File: src/logic/ptmr_pkg.sv
package ptmr_pkg;
    // register byte offsets
    localparam logic [7:0] LOWER_CTRL_OFF = 8'h00;
    localparam logic [7:0] UPPER_CTRL_OFF = 8'h04;
    localparam logic [7:0] COUNT_LOW_OFF = 8'h08;
    localparam logic [7:0] COUNT_HIGH_OFF = 8'h0C;
    localparam logic [7:0] PERIOD_LOW_OFF = 8'h10;
    localparam logic [7:0] PERIOD_HIGH_OFF = 8'h14;
    localparam logic [7:0] IRQ_CTRL_OFF = 8'h18;
    localparam logic [7:0] STATUS_OFF = 8'h1C;
    // control field positions
    localparam int RUN_BIT = 15;
    localparam int IDLE_BIT = 13;
    localparam int GATE_BIT = 6;
    localparam int PS_LSB = 4;
    localparam int PAIR_BIT = 3;
    localparam int CS_BIT = 1;
    localparam logic [15:0] LOWER_CTRL_MASK = 16'hA07A;
    localparam logic [15:0] UPPER_CTRL_MASK = 16'hA072;
    localparam logic [15:0] CTRL_RESET = 16'h0000;
    localparam logic [15:0] PERIOD_RESET = 16'hFFFF;
    // irq control: enables bits 0,1 ; priorities bits 6:4 and 10:8
    localparam int IE_LO_BIT = 0;
    localparam int IE_HI_BIT = 1;
    localparam int IP_LO_LSB = 4;
    localparam int IP_HI_LSB = 8;
    localparam logic [15:0] IRQ_CTRL_MASK = 16'h0773;
    // status flags: bit0 lower match, bit1 upper match (write 1 to clear)
    localparam int FLAG_LO_BIT = 0;
    localparam int FLAG_HI_BIT = 1;
    localparam logic [1:0] AXI_OKAY = 2'h0;
    localparam logic [1:0] AXI_SLVERR = 2'h2;
    // prescale encodings
    localparam logic [1:0] PS_1 = 2'h0;
    localparam logic [1:0] PS_8 = 2'h1;
    localparam logic [1:0] PS_64 = 2'h2;
    localparam logic [7:0] DIV_1 = 8'h00;
    localparam logic [7:0] DIV_8 = 8'h07;
    localparam logic [7:0] DIV_64 = 8'h3F;
    localparam logic [7:0] DIV_256 = 8'hFF;

    typedef struct packed {
        logic run;
        logic idleStop;
        logic gate;
        logic [1:0] prescale;
        logic pairMode;
        logic clkSel;
    } ptmr_ctrl_t;

    typedef struct packed {
        logic intEnable;
        logic [2:0] intPriority;
        logic intReq;
    } ptmr_irq_t;
endpackage

File: src/logic/ptmr_paired_timer.sv
// Behaviour
// - chained: lower timer is low word, upper timer is high word
// - chained: upper control ignored except idle-stop bit; lower control sets run, prescale, clock, gate
// - chained: lower clock and gate drive count; upper flag raises interrupt
// - 32-bit period is upper period high word, lower period low word
// - count registers expose running count, upper holds high word
// - unpaired: two independent 16-bit timers, no asynchronous counting
// - chained: 32-bit timer on internal clock or synchronous external counter
// - chained: interrupt on full 32-bit count equal to 32-bit period
// - both counts offered as time bases to capture and compare
// - converter trigger only from chained pair
// - prescale 11=1:256, 10=1:64, 01=1:8, 00=1:1
// - clock source bit selects clock; gating only with internal clock
// - chained counter starts and stops with lower run bit
// - unpaired: each timer interrupts on own match, own enable and priority
// - chained: runs in idle only when upper idle-stop bit clear
// - timers keep counting in idle per idle-stop settings
//
// Design decisions made here: the address map and the AXI4-Lite register port.
`timescale 1ns/100ps
module ptmr_paired_timer (
    input wire logic clk,
    input wire logic srst,
    input wire logic [7:0] s_axi_awaddr,
    input wire logic s_axi_awvalid,
    output logic s_axi_awready,
    input wire logic [31:0] s_axi_wdata,
    input wire logic [3:0] s_axi_wstrb,
    input wire logic s_axi_wvalid,
    output logic s_axi_wready,
    output logic [1:0] s_axi_bresp,
    output logic s_axi_bvalid,
    input wire logic s_axi_bready,
    input wire logic [7:0] s_axi_araddr,
    input wire logic s_axi_arvalid,
    output logic s_axi_arready,
    output logic [31:0] s_axi_rdata,
    output logic [1:0] s_axi_rresp,
    output logic s_axi_rvalid,
    input wire logic s_axi_rready,
    input wire logic lowerExtClockPin,
    input wire logic upperExtClockPin,
    input wire logic lowerGatePin,
    input wire logic upperGatePin,
    input wire logic cpuIdle,
    output logic [15:0] lowerTimeBase,
    output logic [15:0] upperTimeBase,
    output logic converterTrigger,
    output ptmr_pkg::ptmr_irq_t lowerIrq,
    output ptmr_pkg::ptmr_irq_t upperIrq
);
    logic [15:0] lowerCtrl_reg;
    logic [15:0] upperCtrl_reg;
    logic [15:0] periodLow_reg;
    logic [15:0] periodHigh_reg;
    logic [15:0] countLow_reg;
    logic [15:0] countHigh_reg;
    logic [15:0] irqCtrl_reg;
    logic [1:0] flag_reg;
    logic [7:0] preLow_reg;
    logic [7:0] preHigh_reg;
    logic [2:0] syncLow_reg;
    logic [2:0] syncHigh_reg;
    logic [1:0] gateSync0_reg;
    logic [1:0] gateSync1_reg;
    logic trig_reg;
    ptmr_pkg::ptmr_ctrl_t cLo;
    ptmr_pkg::ptmr_ctrl_t cHi;
    logic pair;
    logic runLo;
    logic runHi;
    logic edgeLo;
    logic edgeHi;
    logic srcLo;
    logic srcHi;
    logic [7:0] divLo;
    logic [7:0] divHi;
    logic tickLo;
    logic tickHi;
    logic matchLo;
    logic matchHi;
    logic match32;
    logic awHeld;
    logic wHeld;
    logic [7:0] awAddr_reg;
    logic [31:0] wData_reg;
    logic [3:0] wStrb_reg;
    logic doWrite;
    logic [15:0] wVal;
    logic [1:0] clearFlags;

    function automatic ptmr_pkg::ptmr_ctrl_t unpackCtrl(input logic [15:0] v);
        ptmr_pkg::ptmr_ctrl_t c;
        c.run = v[ptmr_pkg::RUN_BIT];
        c.idleStop = v[ptmr_pkg::IDLE_BIT];
        c.gate = v[ptmr_pkg::GATE_BIT];
        c.prescale = v[ptmr_pkg::PS_LSB +: 2];
        c.pairMode = v[ptmr_pkg::PAIR_BIT];
        c.clkSel = v[ptmr_pkg::CS_BIT];
        return c;
    endfunction

    function automatic logic [7:0] divOf(input logic [1:0] ps);
        logic [7:0] d;
        d = ptmr_pkg::DIV_256;
        if (ps == ptmr_pkg::PS_1)
            d = ptmr_pkg::DIV_1;
        else if (ps == ptmr_pkg::PS_8)
            d = ptmr_pkg::DIV_8;
        else if (ps == ptmr_pkg::PS_64)
            d = ptmr_pkg::DIV_64;
        return d;
    endfunction

    assign cLo = unpackCtrl(lowerCtrl_reg);
    assign pair = cLo.pairMode;
    assign cHi = pair ? cLo : unpackCtrl(upperCtrl_reg);

    always_ff @(posedge clk)
    begin
        if (srst)
        begin
            syncLow_reg <= 3'h0;
            syncHigh_reg <= 3'h0;
            gateSync0_reg <= 2'h0;
            gateSync1_reg <= 2'h0;
        end
        else
        begin
            syncLow_reg <= {syncLow_reg[1:0], lowerExtClockPin};
            syncHigh_reg <= {syncHigh_reg[1:0], upperExtClockPin};
            gateSync0_reg <= {gateSync0_reg[0], lowerGatePin};
            gateSync1_reg <= {gateSync1_reg[0], upperGatePin};
        end
    end
    assign edgeLo = syncLow_reg[1] & ~syncLow_reg[2];
    assign edgeHi = syncHigh_reg[1] & ~syncHigh_reg[2];

    // idle stop from upper bit when chained
    assign runLo = cLo.run & ~(cpuIdle & (pair ? upperCtrl_reg[ptmr_pkg::IDLE_BIT] : cLo.idleStop));
    assign runHi = ~pair & cHi.run & ~(cpuIdle & cHi.idleStop);

    // lower clock and gate in chained mode
    assign srcLo = cLo.clkSel ? edgeLo : (cLo.gate ? gateSync0_reg[1] : 1'b1);
    assign srcHi = cHi.clkSel ? edgeHi : (cHi.gate ? gateSync1_reg[1] : 1'b1);
    assign divLo = divOf(cLo.prescale);
    assign divHi = divOf(cHi.prescale);
    assign tickLo = runLo & srcLo & (preLow_reg == divLo);
    assign tickHi = runHi & srcHi & (preHigh_reg == divHi);

    always_ff @(posedge clk)
    begin
        if (srst)
        begin
            preLow_reg <= 8'h00;
            preHigh_reg <= 8'h00;
        end
        else
        begin
            if (!runLo)
                preLow_reg <= 8'h00;
            else if (srcLo)
                preLow_reg <= (preLow_reg >= divLo) ? 8'h00 : preLow_reg + 8'h01;
            if (!runHi)
                preHigh_reg <= 8'h00;
            else if (srcHi)
                preHigh_reg <= (preHigh_reg >= divHi) ? 8'h00 : preHigh_reg + 8'h01;
        end
    end

    assign match32 = {countHigh_reg, countLow_reg} == {periodHigh_reg, periodLow_reg};
    assign matchLo = countLow_reg == periodLow_reg;
    assign matchHi = countHigh_reg == periodHigh_reg;

    // clear on match at next tick
    always_ff @(posedge clk)
    begin
        if (srst)
        begin
            countLow_reg <= 16'h0000;
            countHigh_reg <= 16'h0000;
        end
        else if (doWrite && awAddr_reg == ptmr_pkg::COUNT_LOW_OFF)
            countLow_reg <= wVal;
        else if (doWrite && awAddr_reg == ptmr_pkg::COUNT_HIGH_OFF)
            countHigh_reg <= wVal;
        else if (pair)
        begin
            if (tickLo)
            begin
                if (match32)
                    {countHigh_reg, countLow_reg} <= 32'h0000_0000;
                else
                    {countHigh_reg, countLow_reg} <= {countHigh_reg, countLow_reg} + 32'h0000_0001;
            end
        end
        else
        begin
            if (tickLo)
                countLow_reg <= matchLo ? 16'h0000 : countLow_reg + 16'h0001;
            if (tickHi)
                countHigh_reg <= matchHi ? 16'h0000 : countHigh_reg + 16'h0001;
        end
    end

    assign clearFlags = (doWrite && awAddr_reg == ptmr_pkg::STATUS_OFF) ? wVal[1:0] : 2'h0;
    always_ff @(posedge clk)
    begin
        if (srst)
        begin
            flag_reg <= 2'h0;
            trig_reg <= 1'b0;
        end
        else
        begin
            flag_reg[ptmr_pkg::FLAG_LO_BIT] <= (tickLo & ~pair & matchLo)
                | (flag_reg[ptmr_pkg::FLAG_LO_BIT] & ~clearFlags[ptmr_pkg::FLAG_LO_BIT]);
            flag_reg[ptmr_pkg::FLAG_HI_BIT] <= (pair ? (tickLo & match32) : (tickHi & matchHi))
                | (flag_reg[ptmr_pkg::FLAG_HI_BIT] & ~clearFlags[ptmr_pkg::FLAG_HI_BIT]);
            trig_reg <= pair & tickLo & match32;
        end
    end
    assign converterTrigger = trig_reg;

    assign lowerTimeBase = countLow_reg;
    assign upperTimeBase = countHigh_reg;

    assign lowerIrq.intEnable = irqCtrl_reg[ptmr_pkg::IE_LO_BIT];
    assign lowerIrq.intPriority = irqCtrl_reg[ptmr_pkg::IP_LO_LSB +: 3];
    assign lowerIrq.intReq = flag_reg[ptmr_pkg::FLAG_LO_BIT] & irqCtrl_reg[ptmr_pkg::IE_LO_BIT];
    assign upperIrq.intEnable = irqCtrl_reg[ptmr_pkg::IE_HI_BIT];
    assign upperIrq.intPriority = irqCtrl_reg[ptmr_pkg::IP_HI_LSB +: 3];
    assign upperIrq.intReq = flag_reg[ptmr_pkg::FLAG_HI_BIT] & irqCtrl_reg[ptmr_pkg::IE_HI_BIT];

    // axi write path
    assign s_axi_awready = ~awHeld & ~s_axi_bvalid;
    assign s_axi_wready = ~wHeld & ~s_axi_bvalid;
    assign doWrite = awHeld & wHeld & ~s_axi_bvalid;
    assign wVal = {wStrb_reg[1] ? wData_reg[15:8] : 8'h00, wStrb_reg[0] ? wData_reg[7:0] : 8'h00};

    always_ff @(posedge clk)
    begin
        if (srst)
        begin
            awHeld <= 1'b0;
            wHeld <= 1'b0;
            awAddr_reg <= 8'h00;
            wData_reg <= 32'h0000_0000;
            wStrb_reg <= 4'h0;
            s_axi_bvalid <= 1'b0;
            s_axi_bresp <= ptmr_pkg::AXI_OKAY;
        end
        else
        begin
            if (s_axi_awvalid && s_axi_awready)
            begin
                awHeld <= 1'b1;
                awAddr_reg <= {s_axi_awaddr[7:2], 2'h0};
            end
            if (s_axi_wvalid && s_axi_wready)
            begin
                wHeld <= 1'b1;
                wData_reg <= s_axi_wdata;
                wStrb_reg <= s_axi_wstrb;
            end
            if (doWrite)
            begin
                awHeld <= 1'b0;
                wHeld <= 1'b0;
                s_axi_bvalid <= 1'b1;
                s_axi_bresp <= (awAddr_reg > ptmr_pkg::STATUS_OFF) ? ptmr_pkg::AXI_SLVERR : ptmr_pkg::AXI_OKAY;
            end
            else if (s_axi_bvalid && s_axi_bready)
                s_axi_bvalid <= 1'b0;
        end
    end

    // merge keeps unwritten byte lanes
    function automatic logic [15:0] merge(input logic [15:0] old, input logic [15:0] mask);
        logic [15:0] m;
        m = {wStrb_reg[1] ? wData_reg[15:8] : old[15:8], wStrb_reg[0] ? wData_reg[7:0] : old[7:0]};
        return m & mask;
    endfunction

    always_ff @(posedge clk)
    begin
        if (srst)
        begin
            lowerCtrl_reg <= ptmr_pkg::CTRL_RESET;
            upperCtrl_reg <= ptmr_pkg::CTRL_RESET;
            periodLow_reg <= ptmr_pkg::PERIOD_RESET;
            periodHigh_reg <= ptmr_pkg::PERIOD_RESET;
            irqCtrl_reg <= 16'h0000;
        end
        else if (doWrite)
        begin
            if (awAddr_reg == ptmr_pkg::LOWER_CTRL_OFF)
                lowerCtrl_reg <= merge(lowerCtrl_reg, ptmr_pkg::LOWER_CTRL_MASK);
            else if (awAddr_reg == ptmr_pkg::UPPER_CTRL_OFF)
                upperCtrl_reg <= merge(upperCtrl_reg, ptmr_pkg::UPPER_CTRL_MASK);
            else if (awAddr_reg == ptmr_pkg::PERIOD_LOW_OFF)
                periodLow_reg <= merge(periodLow_reg, 16'hFFFF);
            else if (awAddr_reg == ptmr_pkg::PERIOD_HIGH_OFF)
                periodHigh_reg <= merge(periodHigh_reg, 16'hFFFF);
            else if (awAddr_reg == ptmr_pkg::IRQ_CTRL_OFF)
                irqCtrl_reg <= merge(irqCtrl_reg, ptmr_pkg::IRQ_CTRL_MASK);
        end
    end

    // axi read path
    assign s_axi_arready = ~s_axi_rvalid;
    always_ff @(posedge clk)
    begin
        if (srst)
        begin
            s_axi_rvalid <= 1'b0;
            s_axi_rdata <= 32'h0000_0000;
            s_axi_rresp <= ptmr_pkg::AXI_OKAY;
        end
        else if (s_axi_arvalid && s_axi_arready)
        begin
            s_axi_rvalid <= 1'b1;
            s_axi_rresp <= ptmr_pkg::AXI_OKAY;
            if ({s_axi_araddr[7:2], 2'h0} == ptmr_pkg::LOWER_CTRL_OFF)
                s_axi_rdata <= {16'h0000, lowerCtrl_reg};
            else if ({s_axi_araddr[7:2], 2'h0} == ptmr_pkg::UPPER_CTRL_OFF)
                s_axi_rdata <= {16'h0000, upperCtrl_reg};
            else if ({s_axi_araddr[7:2], 2'h0} == ptmr_pkg::COUNT_LOW_OFF)
                s_axi_rdata <= {16'h0000, countLow_reg};
            else if ({s_axi_araddr[7:2], 2'h0} == ptmr_pkg::COUNT_HIGH_OFF)
                s_axi_rdata <= {16'h0000, countHigh_reg};
            else if ({s_axi_araddr[7:2], 2'h0} == ptmr_pkg::PERIOD_LOW_OFF)
                s_axi_rdata <= {16'h0000, periodLow_reg};
            else if ({s_axi_araddr[7:2], 2'h0} == ptmr_pkg::PERIOD_HIGH_OFF)
                s_axi_rdata <= {16'h0000, periodHigh_reg};
            else if ({s_axi_araddr[7:2], 2'h0} == ptmr_pkg::IRQ_CTRL_OFF)
                s_axi_rdata <= {16'h0000, irqCtrl_reg};
            else if ({s_axi_araddr[7:2], 2'h0} == ptmr_pkg::STATUS_OFF)
                s_axi_rdata <= {30'h0000_0000, flag_reg};
            else
            begin
                s_axi_rdata <= 32'h0000_0000;
                s_axi_rresp <= ptmr_pkg::AXI_SLVERR;
            end
        end
        else if (s_axi_rvalid && s_axi_rready)
            s_axi_rvalid <= 1'b0;
    end
endmodule

File: config.mk
export PLATFORM = sky130hd
export DESIGN_NAME = ptmr_paired_timer
export DESIGN_NICKNAME = d
export VERILOG_FILES = /design/src/logic/ptmr_pkg.sv /design/src/logic/ptmr_paired_timer.sv
export SDC_FILE = /design/constraint.sdc
export NUM_CORES = 1
export LEC_CHECK = 0
export BUFFER_PORTS_ARGS = -buffer_cell sky130_fd_sc_hd__buf_2
export CORE_MARGIN = 5
export CORE_UTILIZATION = 35
export CTS_CLUSTER_DIAMETER = 100
export DETAILED_ROUTE_END_ITERATION = 10
export GPL_TIMING_DRIVEN = 0
export PLACE_DENSITY = 0.53
export SETUP_SLACK_MARGIN = 0.05
export SYNTH_ARGS = -nofsm -noshare
export SYNTH_HDL_FRONTEND = slang
export SYNTH_SLANG_ARGS = --single-unit
export TNS_END_PERCENT = 50
File: constraint.sdc
create_clock -name clk -period 3 [get_ports clk]
set_input_delay 0 -clock clk [delete_from_list [all_inputs] [get_ports clk]]
set_output_delay 0 -clock clk [all_outputs]
set_load 0.02 [all_outputs]
==> reports/qor.yml <==
reg2reg_to: "upperTimeBase[3]$_SDFFE_PP0P_"
via_per_inst: 5.53
hpwlAfterDp_um: 25700
pwr-share-clk_pct: 47.0
finalSetupTns_ns: -1.02
clockBufferDepth: 2
holdPathEnd: "s_axi_rdata[15]$_SDFFE_PP0P_"
ys.warnings.count: 0
gp_congestion: 0.969
place_inst: 1561
holdPathStages: 4
finalNonFillerCells: 1626
finalSetupViolations: 11
route.vias.total: 8989
layout-drive-gt1-share_pct: 17.2
p_leak_nw: 4.20
p_comb_share_pct: 8.4
mostFrequentLayoutCells: "158 x dfxtp_1, 132 x nand2_1, 112 x buf_2"
grt_pass1_vias: 8586
ir_drop_uv: 308
max_freq_mhz: 316
critPathMaxFanout: 9
dieWidth_um: 169
drc_errors: 0
antenna_found_initial: 0
hold_ws_ns: 0.0382
grt_usage_pct: 24.1
synth-main-ff-cell: "dfxtp_1"
worstMarginPinSlew_ns: 1.15
grt_setup_unrepaired: "yes"
routed_wl_um: 34700
htreeDepth: 4
worstSetupEndpointType: "flip-flop"
cpPeakStageDelay_ns: 0.72
synth_cell_types: 75
crit_top_cell: "nand4_1"
sw_frac_of_total_pct: 26.4
worstReg2RegStart: "lowerTimeBase[10]$_SDFFE_PP0P_"
cp_data_arrival_time_ns: 3.45
hold_path.class: "in -> reg"
netlist.area_leader.share_pct: 36.4
final_common_cell: "dfxtp_1"
grt_pass1_wl_um: 52400
crit_type: "reg -> reg"
finalHoldViolCount: 0
area_delta_synth_final_pct: 24.5
clk_pin_slew_worst_paths_ns: 0.07
dieArea_um2: 28400
maxCapViolCount: 0
cts-root-buf: "clkbuf_16"
finalCritPeriodShare_pct: 106
seq_area_frac_synth_pct: 36.4
ant_nets: 0
grt_start_max_net_pins: 17
async_flop_share_pct: 0
antennaDiodeCount: 0
max_slew_margin_pct: 23.2
place_area_um2: 9800
outcome: "finished, violations left"
numCtsBuffers: 17
pwr-share-seq_pct: 44.6
yosys.area.top_type: "dfxtp_1"
synth_edf_count: 0
required_ns: 3.28
path_cells: "clkbuf_2 -> xor2_1 -> nor4_1 -> nand4_1 -> a21oi_1 -> nor2_1 -> nand4_1 -> o22ai_1"
core-area_um2: 25000
hp-start: "s_axi_araddr[6]"
power_mw: 4.98
r2r_cells: 8
violations: "negative setup slack"
io_pins: 148
nets: 1363
critPathLaunchType: "flip-flop"
cts_tree: "done"
design_area_um2: 11000
io_buffers: 105
cp_num_buf_inv: 1
insertion_delay_ns: 0.44
syn_area_um2: 8800
power.switching_mw: 1.32
grt_overflow: 0
finalMaxSlewViolations: 0
internal_power_mw: 3.67
setup_slack_ns: -0.166
cts.sinks: 160
power_density_nw_per_um2: 455
syn_avg_cell_area_um2: 7.93
wire_per_inst_um: 21.3
die_h_um: 169
netlist_top_cells_area: "dfxtp_1 36%, mux2i_1 7.1%, nand2_1 5.7%"
rows: 58
crit_family: "simple AND/OR/NAND/NOR gates"
period_needed_ns: 3.17
place_ws_ns: -0.456
syn_inst: 1109
start_util_pct: 35.2
yosys_register_bits: 160
slowest_stage: "a21oi_1"
fin_skew_ns: 0.00991
utilization_pct: 43.9
drt_iter0_drc: 875
drt-pass1-iter-count: 5
ff2ff_setup_slack_ns: -0.17
==> worst max-delay path by stage <==
| stage | startpoint | to | depth (start not counted) |
|---|---|---|---|
| finish | lowerTimeBase[10]$_SDFFE_PP0P_ | upperTimeBase[3]$_SDFFE_PP0P_ | 8 |
| global route | lowerTimeBase[11]$_SDFFE_PP0P_ | lowerTimeBase[4]$_SDFFE_PP0P_ | 9 |
| CTS | lowerTimeBase[11]$_SDFFE_PP0P_ | upperTimeBase[3]$_SDFFE_PP0P_ | 8 |
| detailed placement | lowerCtrl_reg[3]$_SDFFE_PP0P_ | upperTimeBase[14]$_SDFFE_PP0P_ | 12 |
| global placement | lowerCtrl_reg[3]$_SDFFE_PP0P_ | upperTimeBase[14]$_SDFFE_PP0P_ | 12 |
| floorplan | lowerCtrl_reg[3]$_SDFFE_PP0P_ | upperTimeBase[15]$_SDFFE_PP0P_ | 11 |
==> layout make-up <==
class | instances | area (um2)
fill | 2638 | 14000
inverter | 16 | 60.1
buffer | 93 | 480
clock inverter | 14 | 180
sequential | 160 | 3210
multi-input combinational | 857 | 5330
clock buffer | 18 | 439
tap | 330 | 413
timing repair buffer | 138 | 851
==> cell usage after synthesis (all sizes together), types with 17 or more instances <==
| master | count |
|---|---|
| nand2 | 134 |
| o22ai | 20 |
| xor2 | 45 |
| nand4 | 19 |
| nand3 | 39 |
| o21ai | 66 |
| buf | 31 |
| nor3 | 40 |
| clkbuf | 62 |
| mux2i | 62 |
| dfxtp | 160 |
| nor2 | 110 |
| nor2b | 17 |
| a21oi | 92 |
| nor4 | 19 |
==> per-layer routing <==
| metal | up-vias | global-route usage, % | part of all wire, % |
|---|---|---|---|
| li1 | 4308 | - | - |
| met1 | 4162 | 33.0 | 44 |
| met2 | 442 | 36.1 | 42 |
| met3 | 77 | 6.14 | 9.4 |
| met4 | 0 | 10.1 | 3.9 |
| met5 | - | 0 | 0 |
==> worst reg2reg max path: stages, from the launching register on <==
cell	delay [ns]
dfxtp_1	0.32
clkbuf_2	0.25
xor2_1	0.23
nor4_1	0.43
nand4_1	0.48
a21oi_1	0.72
nor2_1	0.21
nand4_1	0.25
o22ai_1	0.11
==> logic make-up after synthesis <==
group | after synthesis | share of synthesized area, %
AOI/OAI and AO/OA | 273 | 19.4
other | 1 | 0.0426
adders and majority gates | 16 | 2.27
xor gates and xnor gates | 48 | 4.78
DFF | 160 | 36.4
and+or+nand+nor | 437 | 23.9
buffers and inverters | 109 | 5.70
muxes | 65 | 7.48
==> what timing repair did <==
item / 4_1_cts / 5_1_grt
pin swaps: 6 / 4
buffers inserted: 1 / 1
gates cloned: 0 / 0
endpoints found under the hold margin: 30 / 0
gates resized for setup: 19 / 24
endpoints found under the setup margin: 28 / 32
hold buffers: 31 / 0
==> power by group through the flow <==
stage | combinational [mW] | sequential (mW) | clock [mW]
final | 0.418 | 2.22 | 2.34
after global routing | 0.455 | 2.22 | 2.46
after CTS | 0.413 | 2.22 | 2.37
after detailed placement | 0.380 | 2.27 | 0
after global placement | 0.380 | 2.27 | 0
after floorplan | 0.232 | 2.25 | 0
Power figures use the tool's default switching activity.
